`src/sfsf_pkg.sv`:
```
// What this block does
// - Empty threshold n joins empty-offset low and high bytes.
// - Almost-empty flag low when unread words are n or fewer.
// - Almost-empty flag rises on a read edge at n+1 or more words.
// - Almost-empty flag comes from a single flip-flop on the read clock.
// - Full threshold m joins full-offset low and high bytes.
// - Almost-full flag low when unread words reach depth minus m.
// - Almost-full flag rises on a write edge when more than m locations free.
// - Almost-full flag comes from a single flip-flop on the write clock.
// - Load and enable low write offsets in rotation; other combinations per table.
// - Offsets read back in same rotation with load and both read enables low.
// - Empty threshold n defaults to 7 after reset.
// - Full threshold m defaults to 7 after reset.
// - Full flag low when words held equal the depth.
// - Writes ignored while full flag low, whatever the enables.
// - Full flag updated only on write clock edges.
// - Empty flag low when zero words held.
// - Reads ignored while empty flag low, whatever the enables.
// - Empty flag updated only on read clock edges.
// - Load pin sampled during reset; high selects dual write-enable mode (sampled on i_reset_n only; i_reset clears to single mode).
// - Offset pointer persists when load pin returns high.
// - Reset clears pointers so the FIFO is empty with empty flag low.
package sfsf_pkg;
    // Offset register rotation slots
    localparam logic [1:0] OFS_EMPTY_LO = 2'h0;
    localparam logic [1:0] OFS_EMPTY_HI = 2'h1;
    localparam logic [1:0] OFS_FULL_LO  = 2'h2;
    localparam logic [1:0] OFS_FULL_HI  = 2'h3;
    localparam int         OFS_COUNT    = 4;
    localparam logic [7:0] OFS_LO_RESET = 8'h07;
    localparam logic [7:0] OFS_HI_RESET = 8'h00;

    // Bus register byte offsets
    localparam logic [7:0] REG_CTRL     = 8'h00;
    localparam logic [7:0] REG_STATUS   = 8'h04;
    localparam logic [7:0] REG_THRESH   = 8'h08;

    // Field positions
    localparam int CTRL_FLUSH_BIT   = 0;
    localparam int STAT_EMPTY_BIT   = 0;
    localparam int STAT_AEMPTY_BIT  = 1;
    localparam int STAT_AFULL_BIT   = 2;
    localparam int STAT_FULL_BIT    = 3;
    localparam int STAT_DUAL_BIT    = 4;
    localparam int STAT_COUNT_POS   = 16;
    localparam int THRESH_FULL_POS  = 16;

    localparam logic [1:0] RESP_OKAY   = 2'h0;
    localparam logic [1:0] RESP_SLVERR = 2'h2;
endpackage : sfsf_pkg

```
`src/sfsf_axil_slave.sv`:
```
`timescale 1ns/100ps
module sfsf_axil_slave #(
    parameter int AW = 8
) (
    input  wire logic          i_ref_clk,
    input  wire logic          i_reset,
    input  wire logic [AW-1:0] s_axil_awaddr,
    input  wire logic          s_axil_awvalid,
    output logic               s_axil_awready,
    input  wire logic [31:0]   s_axil_wdata,
    input  wire logic [3:0]    s_axil_wstrb,
    input  wire logic          s_axil_wvalid,
    output logic               s_axil_wready,
    output logic [1:0]         s_axil_bresp,
    output logic               s_axil_bvalid,
    input  wire logic          s_axil_bready,
    input  wire logic [AW-1:0] s_axil_araddr,
    input  wire logic          s_axil_arvalid,
    output logic               s_axil_arready,
    output logic [31:0]        s_axil_rdata,
    output logic [1:0]         s_axil_rresp,
    output logic               s_axil_rvalid,
    input  wire logic          s_axil_rready,
    output logic               o_wr_en,
    output logic [AW-1:0]      o_wr_addr,
    output logic [31:0]        o_wr_data,
    output logic [3:0]         o_wr_strb,
    input  wire logic          i_wr_ok,
    output logic [AW-1:0]      o_rd_addr,
    input  wire logic [31:0]   i_rd_data,
    input  wire logic          i_rd_ok
);
    logic aw_held_reg;
    logic w_held_reg;

    assign s_axil_awready = !aw_held_reg && !s_axil_bvalid;
    assign s_axil_wready  = !w_held_reg && !s_axil_bvalid;
    assign s_axil_arready = !s_axil_rvalid;
    assign o_rd_addr      = s_axil_araddr;

    // =====================================================
    // Write channel: address and data in either order
    // =====================================================
    always_ff @(posedge i_ref_clk) begin
        if (i_reset) begin
            aw_held_reg   <= 1'b0;
            w_held_reg    <= 1'b0;
            o_wr_addr     <= '0;
            o_wr_data     <= 32'h0;
            o_wr_strb     <= 4'h0;
            o_wr_en       <= 1'b0;
            s_axil_bvalid <= 1'b0;
            s_axil_bresp  <= sfsf_pkg::RESP_OKAY;
        end else begin
            o_wr_en <= 1'b0;
            if (s_axil_awvalid && s_axil_awready) begin
                aw_held_reg <= 1'b1;
                o_wr_addr   <= s_axil_awaddr;
            end
            if (s_axil_wvalid && s_axil_wready) begin
                w_held_reg <= 1'b1;
                o_wr_data  <= s_axil_wdata;
                o_wr_strb  <= s_axil_wstrb;
            end
            if (aw_held_reg && w_held_reg && !s_axil_bvalid) begin
                aw_held_reg   <= 1'b0;
                w_held_reg    <= 1'b0;
                o_wr_en       <= i_wr_ok;
                s_axil_bvalid <= 1'b1;
                s_axil_bresp  <= i_wr_ok ? sfsf_pkg::RESP_OKAY : sfsf_pkg::RESP_SLVERR;
            end else if (s_axil_bvalid && s_axil_bready) begin
                s_axil_bvalid <= 1'b0;
            end
        end
    end

    // =====================================================
    // Read channel: one cycle to answer
    // =====================================================
    always_ff @(posedge i_ref_clk) begin
        if (i_reset) begin
            s_axil_rvalid <= 1'b0;
            s_axil_rdata  <= 32'h0;
            s_axil_rresp  <= sfsf_pkg::RESP_OKAY;
        end else if (s_axil_arvalid && s_axil_arready) begin
            s_axil_rvalid <= 1'b1;
            s_axil_rdata  <= i_rd_ok ? i_rd_data : 32'h0;
            s_axil_rresp  <= i_rd_ok ? sfsf_pkg::RESP_OKAY : sfsf_pkg::RESP_SLVERR;
        end else if (s_axil_rvalid && s_axil_rready) begin
            s_axil_rvalid <= 1'b0;
        end
    end
endmodule : sfsf_axil_slave

```
`src/sfsf_top.sv`:
```
`timescale 1ns/100ps
module sfsf_top #(
    parameter int DEPTH  = 64,
    parameter int AXI_AW = 8
) (
    input  wire logic              i_ref_clk,
    input  wire logic              i_reset,
    input  wire logic              i_reset_n,
    input  wire logic              i_write_enable_a_n,
    input  wire logic              i_write_enable_b_or_load,
    input  wire logic              i_read_enable_a_n,
    input  wire logic              i_read_enable_b_n,
    input  wire logic [8:0]        i_data,
    output logic [8:0]             o_data,
    output logic                   o_write_accept,
    output logic                   o_read_accept,
    output logic                   o_empty_n,
    output logic                   o_full_n,
    output logic                   o_almost_empty_n,
    output logic                   o_almost_full_n,
    input  wire logic [AXI_AW-1:0] s_axil_awaddr,
    input  wire logic              s_axil_awvalid,
    output logic                   s_axil_awready,
    input  wire logic [31:0]       s_axil_wdata,
    input  wire logic [3:0]        s_axil_wstrb,
    input  wire logic              s_axil_wvalid,
    output logic                   s_axil_wready,
    output logic [1:0]             s_axil_bresp,
    output logic                   s_axil_bvalid,
    input  wire logic              s_axil_bready,
    input  wire logic [AXI_AW-1:0] s_axil_araddr,
    input  wire logic              s_axil_arvalid,
    output logic                   s_axil_arready,
    output logic [31:0]            s_axil_rdata,
    output logic [1:0]             s_axil_rresp,
    output logic                   s_axil_rvalid,
    input  wire logic              s_axil_rready
);
    localparam int              AW      = $clog2(DEPTH);
    localparam int              CW      = AW + 1;
    localparam logic [CW-1:0]   DEPTH_C = CW'(DEPTH);

    // =====================================================
    // Declarations
    // =====================================================
    logic [CW-1:0]     wr_ptr_reg;
    logic [CW-1:0]     rd_ptr_reg;
    logic [CW-1:0]     wr_ptr_next;
    logic [CW-1:0]     rd_ptr_next;
    logic [CW-1:0]     count_reg;
    logic [CW-1:0]     count_next;
    logic [7:0]        offset_reg [sfsf_pkg::OFS_COUNT];
    logic [1:0]        ofs_sel_reg;
    logic              dual_mode_reg;
    logic              empty_n_reg;
    logic              full_n_reg;
    logic              almost_empty_n_reg;
    logic              almost_full_n_reg;
    logic [8:0]        data_reg;
    logic              offset_load_n;
    logic              ofs_write;
    logic              ofs_read;
    logic              fifo_write;
    logic              fifo_read;
    logic              pin_reset;
    logic              flush;
    logic [15:0]       empty_ofs_word;
    logic [15:0]       full_ofs_word;
    logic [CW-1:0]     n_thr;
    logic [CW-1:0]     m_thr;
    logic [CW-1:0]     free_next;
    logic              bus_wr_en;
    logic [AXI_AW-1:0] bus_wr_addr;
    logic [31:0]       bus_wr_data;
    logic [3:0]        bus_wr_strb;
    logic              bus_wr_ok;
    logic [AXI_AW-1:0] bus_rd_addr;
    logic [31:0]       bus_rd_data;
    logic              bus_rd_ok;

    // =====================================================
    // Mode and request decode
    // =====================================================
    // Pin reset clears the same FIFO state as the bus-side reset, leaves the bus slave alone, and also catches the mode strap
    assign pin_reset     = !i_reset_n;
    assign flush         = bus_wr_en && bus_wr_addr == AXI_AW'(sfsf_pkg::REG_CTRL)
                           && bus_wr_strb[0] && bus_wr_data[sfsf_pkg::CTRL_FLUSH_BIT];
    assign offset_load_n = dual_mode_reg || i_write_enable_b_or_load;

    always_comb begin
        ofs_write  = !offset_load_n && !i_write_enable_a_n;
        ofs_read   = !offset_load_n && !i_read_enable_a_n
                     && !i_read_enable_b_n && !ofs_write;
        // Load high and enable low writes the FIFO; full blocks it
        fifo_write = !i_write_enable_a_n && i_write_enable_b_or_load
                     && full_n_reg;
        // Reads blocked when empty or when the load pin selects offsets
        fifo_read  = !i_read_enable_a_n && !i_read_enable_b_n
                     && offset_load_n && empty_n_reg;
    end

    // =====================================================
    // Mode strap
    // =====================================================
    always_ff @(posedge i_ref_clk) begin
        if (i_reset) begin
            dual_mode_reg <= 1'b0;
        end else if (pin_reset) begin
            dual_mode_reg <= i_write_enable_b_or_load;
        end
    end

    // =====================================================
    // Offset registers
    // =====================================================
    generate
        for (genvar g = 0; g < sfsf_pkg::OFS_COUNT; g++) begin : g_ofs
            localparam logic [7:0] RST_VAL =
                (g == int'(sfsf_pkg::OFS_EMPTY_LO) || g == int'(sfsf_pkg::OFS_FULL_LO))
                ? sfsf_pkg::OFS_LO_RESET : sfsf_pkg::OFS_HI_RESET;
            always_ff @(posedge i_ref_clk) begin
                if (i_reset || pin_reset) begin
                    offset_reg[g] <= RST_VAL;
                end else if (ofs_write && ofs_sel_reg == 2'(g)) begin
                    offset_reg[g] <= i_data[7:0];
                end
            end
        end
    endgenerate

    // Rotation pointer survives load pin going high
    always_ff @(posedge i_ref_clk) begin
        if (i_reset || pin_reset) begin
            ofs_sel_reg <= sfsf_pkg::OFS_EMPTY_LO;
        end else if (ofs_write || ofs_read) begin
            ofs_sel_reg <= ofs_sel_reg + 2'h1;
        end
    end

    // Data outputs hold the last offset read back
    always_ff @(posedge i_ref_clk) begin
        if (i_reset || pin_reset) begin
            data_reg <= 9'h000;
        end else if (ofs_read) begin
            data_reg <= {1'b0, offset_reg[ofs_sel_reg]};
        end
    end

    // =====================================================
    // Thresholds
    // =====================================================
    // Upper offset bits beyond the address width are dropped
    assign empty_ofs_word = {offset_reg[sfsf_pkg::OFS_EMPTY_HI],
                             offset_reg[sfsf_pkg::OFS_EMPTY_LO]};
    assign full_ofs_word  = {offset_reg[sfsf_pkg::OFS_FULL_HI],
                             offset_reg[sfsf_pkg::OFS_FULL_LO]};
    assign n_thr          = {1'b0, empty_ofs_word[AW-1:0]};
    assign m_thr          = {1'b0, full_ofs_word[AW-1:0]};

    // =====================================================
    // Pointers and count
    // =====================================================
    always_comb begin
        wr_ptr_next = wr_ptr_reg;
        rd_ptr_next = rd_ptr_reg;
        if (fifo_write) begin
            wr_ptr_next = wr_ptr_reg + CW'(1);
        end
        if (fifo_read) begin
            rd_ptr_next = rd_ptr_reg + CW'(1);
        end
        if (flush) begin
            wr_ptr_next = '0;
            rd_ptr_next = '0;
        end
        count_next = wr_ptr_next - rd_ptr_next;
        free_next  = DEPTH_C - count_next;
    end

    always_ff @(posedge i_ref_clk) begin
        if (i_reset || pin_reset) begin
            wr_ptr_reg <= '0;
            rd_ptr_reg <= '0;
            count_reg  <= '0;
        end else begin
            wr_ptr_reg <= wr_ptr_next;
            rd_ptr_reg <= rd_ptr_next;
            count_reg  <= count_next;
        end
    end

    // =====================================================
    // Read-side flags
    // =====================================================
    // One register stage each; no extra synchroniser latency
    always_ff @(posedge i_ref_clk) begin
        if (i_reset || pin_reset) begin
            empty_n_reg        <= 1'b0;
            almost_empty_n_reg <= 1'b0;
        end else begin
            empty_n_reg        <= count_next != '0;
            almost_empty_n_reg <= count_next > n_thr;
        end
    end

    // =====================================================
    // Write-side flags
    // =====================================================
    always_ff @(posedge i_ref_clk) begin
        if (i_reset || pin_reset) begin
            full_n_reg        <= 1'b1;
            almost_full_n_reg <= 1'b1;
        end else begin
            full_n_reg        <= count_next != DEPTH_C;
            almost_full_n_reg <= free_next > m_thr;
        end
    end

    // Accept strobes registered to match the flag timing
    always_ff @(posedge i_ref_clk) begin
        if (i_reset || pin_reset) begin
            o_write_accept <= 1'b0;
            o_read_accept  <= 1'b0;
        end else begin
            o_write_accept <= fifo_write;
            o_read_accept  <= fifo_read;
        end
    end

    assign o_data           = data_reg;
    assign o_empty_n        = empty_n_reg;
    assign o_full_n         = full_n_reg;
    assign o_almost_empty_n = almost_empty_n_reg;
    assign o_almost_full_n  = almost_full_n_reg;

    // =====================================================
    // Register bus
    // =====================================================
    assign bus_wr_ok = bus_wr_addr == AXI_AW'(sfsf_pkg::REG_CTRL);

    always_comb begin
        bus_rd_data = 32'h0;
        bus_rd_ok   = 1'b1;
        if (bus_rd_addr == AXI_AW'(sfsf_pkg::REG_CTRL)) begin
            bus_rd_data = 32'h0;
        end else if (bus_rd_addr == AXI_AW'(sfsf_pkg::REG_STATUS)) begin
            bus_rd_data[sfsf_pkg::STAT_EMPTY_BIT]  = empty_n_reg;
            bus_rd_data[sfsf_pkg::STAT_AEMPTY_BIT] = almost_empty_n_reg;
            bus_rd_data[sfsf_pkg::STAT_AFULL_BIT]  = almost_full_n_reg;
            bus_rd_data[sfsf_pkg::STAT_FULL_BIT]   = full_n_reg;
            bus_rd_data[sfsf_pkg::STAT_DUAL_BIT]   = dual_mode_reg;
            bus_rd_data[sfsf_pkg::STAT_COUNT_POS +: CW] = count_reg;
        end else if (bus_rd_addr == AXI_AW'(sfsf_pkg::REG_THRESH)) begin
            bus_rd_data[CW-1:0] = n_thr;
            bus_rd_data[sfsf_pkg::THRESH_FULL_POS +: CW] = m_thr;
        end else begin
            bus_rd_ok = 1'b0;
        end
    end

    sfsf_axil_slave #(
        .AW (AXI_AW)
    ) u_axil (
        .i_ref_clk      (i_ref_clk),
        .i_reset        (i_reset),
        .s_axil_awaddr  (s_axil_awaddr),
        .s_axil_awvalid (s_axil_awvalid),
        .s_axil_awready (s_axil_awready),
        .s_axil_wdata   (s_axil_wdata),
        .s_axil_wstrb   (s_axil_wstrb),
        .s_axil_wvalid  (s_axil_wvalid),
        .s_axil_wready  (s_axil_wready),
        .s_axil_bresp   (s_axil_bresp),
        .s_axil_bvalid  (s_axil_bvalid),
        .s_axil_bready  (s_axil_bready),
        .s_axil_araddr  (s_axil_araddr),
        .s_axil_arvalid (s_axil_arvalid),
        .s_axil_arready (s_axil_arready),
        .s_axil_rdata   (s_axil_rdata),
        .s_axil_rresp   (s_axil_rresp),
        .s_axil_rvalid  (s_axil_rvalid),
        .s_axil_rready  (s_axil_rready),
        .o_wr_en        (bus_wr_en),
        .o_wr_addr      (bus_wr_addr),
        .o_wr_data      (bus_wr_data),
        .o_wr_strb      (bus_wr_strb),
        .i_wr_ok        (bus_wr_ok),
        .o_rd_addr      (bus_rd_addr),
        .i_rd_data      (bus_rd_data),
        .i_rd_ok        (bus_rd_ok)
    );
endmodule : sfsf_top

```
`config.mk`:
```
export PLATFORM = sky130hd
export DESIGN_NAME = sfsf_top
export DESIGN_NICKNAME = d
export VERILOG_FILES = /design/src/sfsf_pkg.sv /design/src/sfsf_axil_slave.sv /design/src/sfsf_top.sv
export SDC_FILE = /design/constraint.sdc
export NUM_CORES = 1
export LEC_CHECK = 0
export BUFFER_PORTS_ARGS = -buffer_cell sky130_fd_sc_hd__buf_2
export CORE_MARGIN = 3
export CORE_UTILIZATION = 53
export DETAILED_ROUTE_END_ITERATION = 8
export PLACE_DENSITY = 0.91
export SYNTH_ARGS = -nofsm -noshare
export SYNTH_HDL_FRONTEND = slang
export SYNTH_SLANG_ARGS = --single-unit
export TNS_END_PERCENT = 30
```
`constraint.sdc`:
```
create_clock -name i_ref_clk -period 4 [get_ports i_ref_clk]
set_input_delay 0.4 -clock i_ref_clk [delete_from_list [all_inputs] [get_ports i_ref_clk]]
set_output_delay 0.4 -clock i_ref_clk [all_outputs]
set_load 0.01 [all_outputs]
```
==> impl_metrics.json <==
{
  "outcome": "completed",
  "ys.flop_type": "dfxtp_1",
  "synth_area_sq_mm": 0.00502,
  "ant_nets": 0,
  "setup.worst_path.class": "flop to flop",
  "final.setup.tns_ns": 0,
  "cts_tree": "done",
  "antenna_cells": 0,
  "synth_cell_type_count": 52,
  "routedWlPerCell_microns": 15.0,
  "coreArea_sq_mm": 0.00898,
  "drt_iter0_markers": 194,
  "nets": 701,
  "layout_common_cells": "buf_2 (71), dfxtp_1 (68), nor2_1 (64)",
  "largest_reg_flops": 32,
  "cp-end-kind": "flop",
  "cellPowerDensity_mw_per_mm2": 335,
  "vias": 3940,
  "grt_overflow": 0,
  "tightest_slew_ns": 1.22,
  "ys_seq_elements": 100,
  "rows": 34,
  "drive_gt1_frac": 0.202,
  "numPortBuffers": 71,
  "hpwl_mm": 8.41,
  "clk_pin_slew_ns": 0.10,
  "clock_sinks": 100,
  "async_flop_share": 0,
  "worstPathRequired_ns": 4.21,
  "die_w_microns": 103,
  "period_needed_ns": 3.79,
  "stdcell_count": 734,
  "maxCapViolCount": 0,
  "final_common_cell": "buf_2",
  "h-tree-depth": 3,
  "route.detailed.drc": 0,
  "track_usage": 0.213,
  "path_max_fanout": 3,
  "placed_cell_area_sq_mm": 0.00548,
  "start_util": 0.560,
  "yosys_warnings": 0,
  "dp.cells": 718,
  "start_kind": "flop",
  "clock_latency_ns": 0.38,
  "ir_worst_vdd_mv": 0.215,
  "period_share": 0.948,
  "min_path_type": "primary input to flop",
  "antenna_found_initial": 0,
  "cp_data_arrival_time_ns": 4.01,
  "hold_depth": 2,
  "yosysSeqAreaShare": 0.462,
  "numCtsBuffers": 9,
  "fmax_mhz": 264,
  "pin_count": 129,
  "finalMaxSlewViolations": 0,
  "final_util": 0.634,
  "grt_pass1_wl_mm": 17.4,
  "max_slew_margin": 0.188,
  "skew_ns": 0.0165,
  "first_global_vias": 3789,
  "drt-total-wl_mm": 11.0,
  "cts_buffer_depth": 2,
  "routed_via_density": 5.37,
  "syn_area_per_cell_sq_um": 9.53,
  "leakage_uw": 0.00243,
  "clock-root-buffer": "clkbuf_8",
  "finish.instance_area_sq_mm": 0.00569,
  "grt_start_max_net_pins": 34,
  "die_h_microns": 103,
  "setup_viol": 0,
  "hold_violations": 0,
  "synth_edf_count": 32,
  "syn_inst": 527,
  "gp_congestion": 0.981,
  "dpl_worst_slack_ns": 0.0211,
  "die_area_sq_mm": 0.0107,
  "worstRegToRegCells": 16,
  "hold_buffers": 0,
  "syn_to_final_growth_pct": 13.2,
  "setup_slack_ns": 0.206,
  "dr.pass1.iters": 4
}
-- synthesized netlist by cell type, drive strengths merged (2+ instances only) --
library cell  count  area [sq um]
a211oi            4          40.0
a21o              2          16.3
a21oi            39           195
a22oi            11          82.6
and2             30           188
and3              8          50.1
buf              24           174
clkbuf           16          60.1
dfxtp            68          1360
edfxtp           32           961
ha               24           300
inv              18          67.6
mux2i             6          60.1
mux4              8           180
nand2            59           221
nand2b           13          81.3
nand3            13          65.1
nand4             5          31.3
nor2             64           240
nor2b             7          43.8
nor3             10          50.1
nor3b             3          22.5
nor4              4          25.0
o21a              2          15.0
o21ai             7          38.8
or2               7          43.8
xnor2            12           113
xor2             15           131
-- cell families after synthesis --
group                    after synthesis  share of synthesized area
AND/OR/NAND/NOR                      229                      0.222
flip-flops                           100                      0.462
AO/OA/AOI/OAI                         72                     0.0916
buffers and inverters                 58                     0.0600
XOR/XNOR                              27                     0.0486
adder cells (fa/ha/maj)               25                     0.0637
multiplexers                          15                     0.0508
other                                  1                   0.000746
-- timing repair --
action	in CTS	in global routing
gates resized for setup	0	4
setup endpoints to repair	0	2
buffers inserted	0	0
-- power by group --
group / internal, uW / total [uW] / leakage (uW) / switching (uW)
registers: 1070 / 1100 / 0.000887 / 21.0
logic: 86.1 / 210 / 0.00145 / 124
clock network: 235 / 603 / 0.0000898 / 368
total: 1390 / 1910 / 0.00243 / 513
-- final timing paths --
check                 startpoint                 endpoint  slack (ns)
max          u_axil.o_wr_addr[4]          o_almost_full_n        0.21
min                s_axil_rready     u_axil.s_axil_rvalid        0.20
max reg2reg  u_axil.o_wr_addr[4]          o_almost_full_n        0.21
min reg2reg         count_reg[6]  u_axil.s_axil_rdata[22]        0.46
-- routing by layer --
metal | global-route usage | wire length, microns | up-vias
li1 | - | - | 1911
met1 | 0.255 | 4390 | 1843
met2 | 0.365 | 5460 | 153
met3 | 0.0423 | 813 | 33
met4 | 0.106 | 344 | 0
met5 | 0 | 0 | -
-- metrics by stage --
stage               power (uW)  hold slack, ns
finish                    1910           0.197
global route              1990           0.185
CTS                       1910           0.173
detailed placement        1320           0.445
global placement          1310           0.438
floorplan                 1260           0.433
-- cell type report --
cell class                 count  area (sq um)
timing repair buffer          84           453
sequential                   100          2320
clock buffer                   9           124
fill                         696          3290
clock inverter                 7          57.6
tap                          126           158
inverter                      18          67.6
multi-input combinational    390          2510
-- critical path, cell delays in order (launching register included) --
cell and delay [ns]:
dfxtp_1 0.35, nor4_4 0.32, nand2_1 0.15, or2_2 0.36, nand2_1 0.15, ha_1 0.22
fa_1 0.48, ha_1 0.31, ha_1 0.29, nor2b_1 0.14, o21a_1 0.16, o21ai_0 0.14
nand2b_1 0.08, a21oi_1 0.15, nor2b_1 0.06, o22ai_1 0.16, nand3_1 0.12
Power figures use the tool's default switching activity.
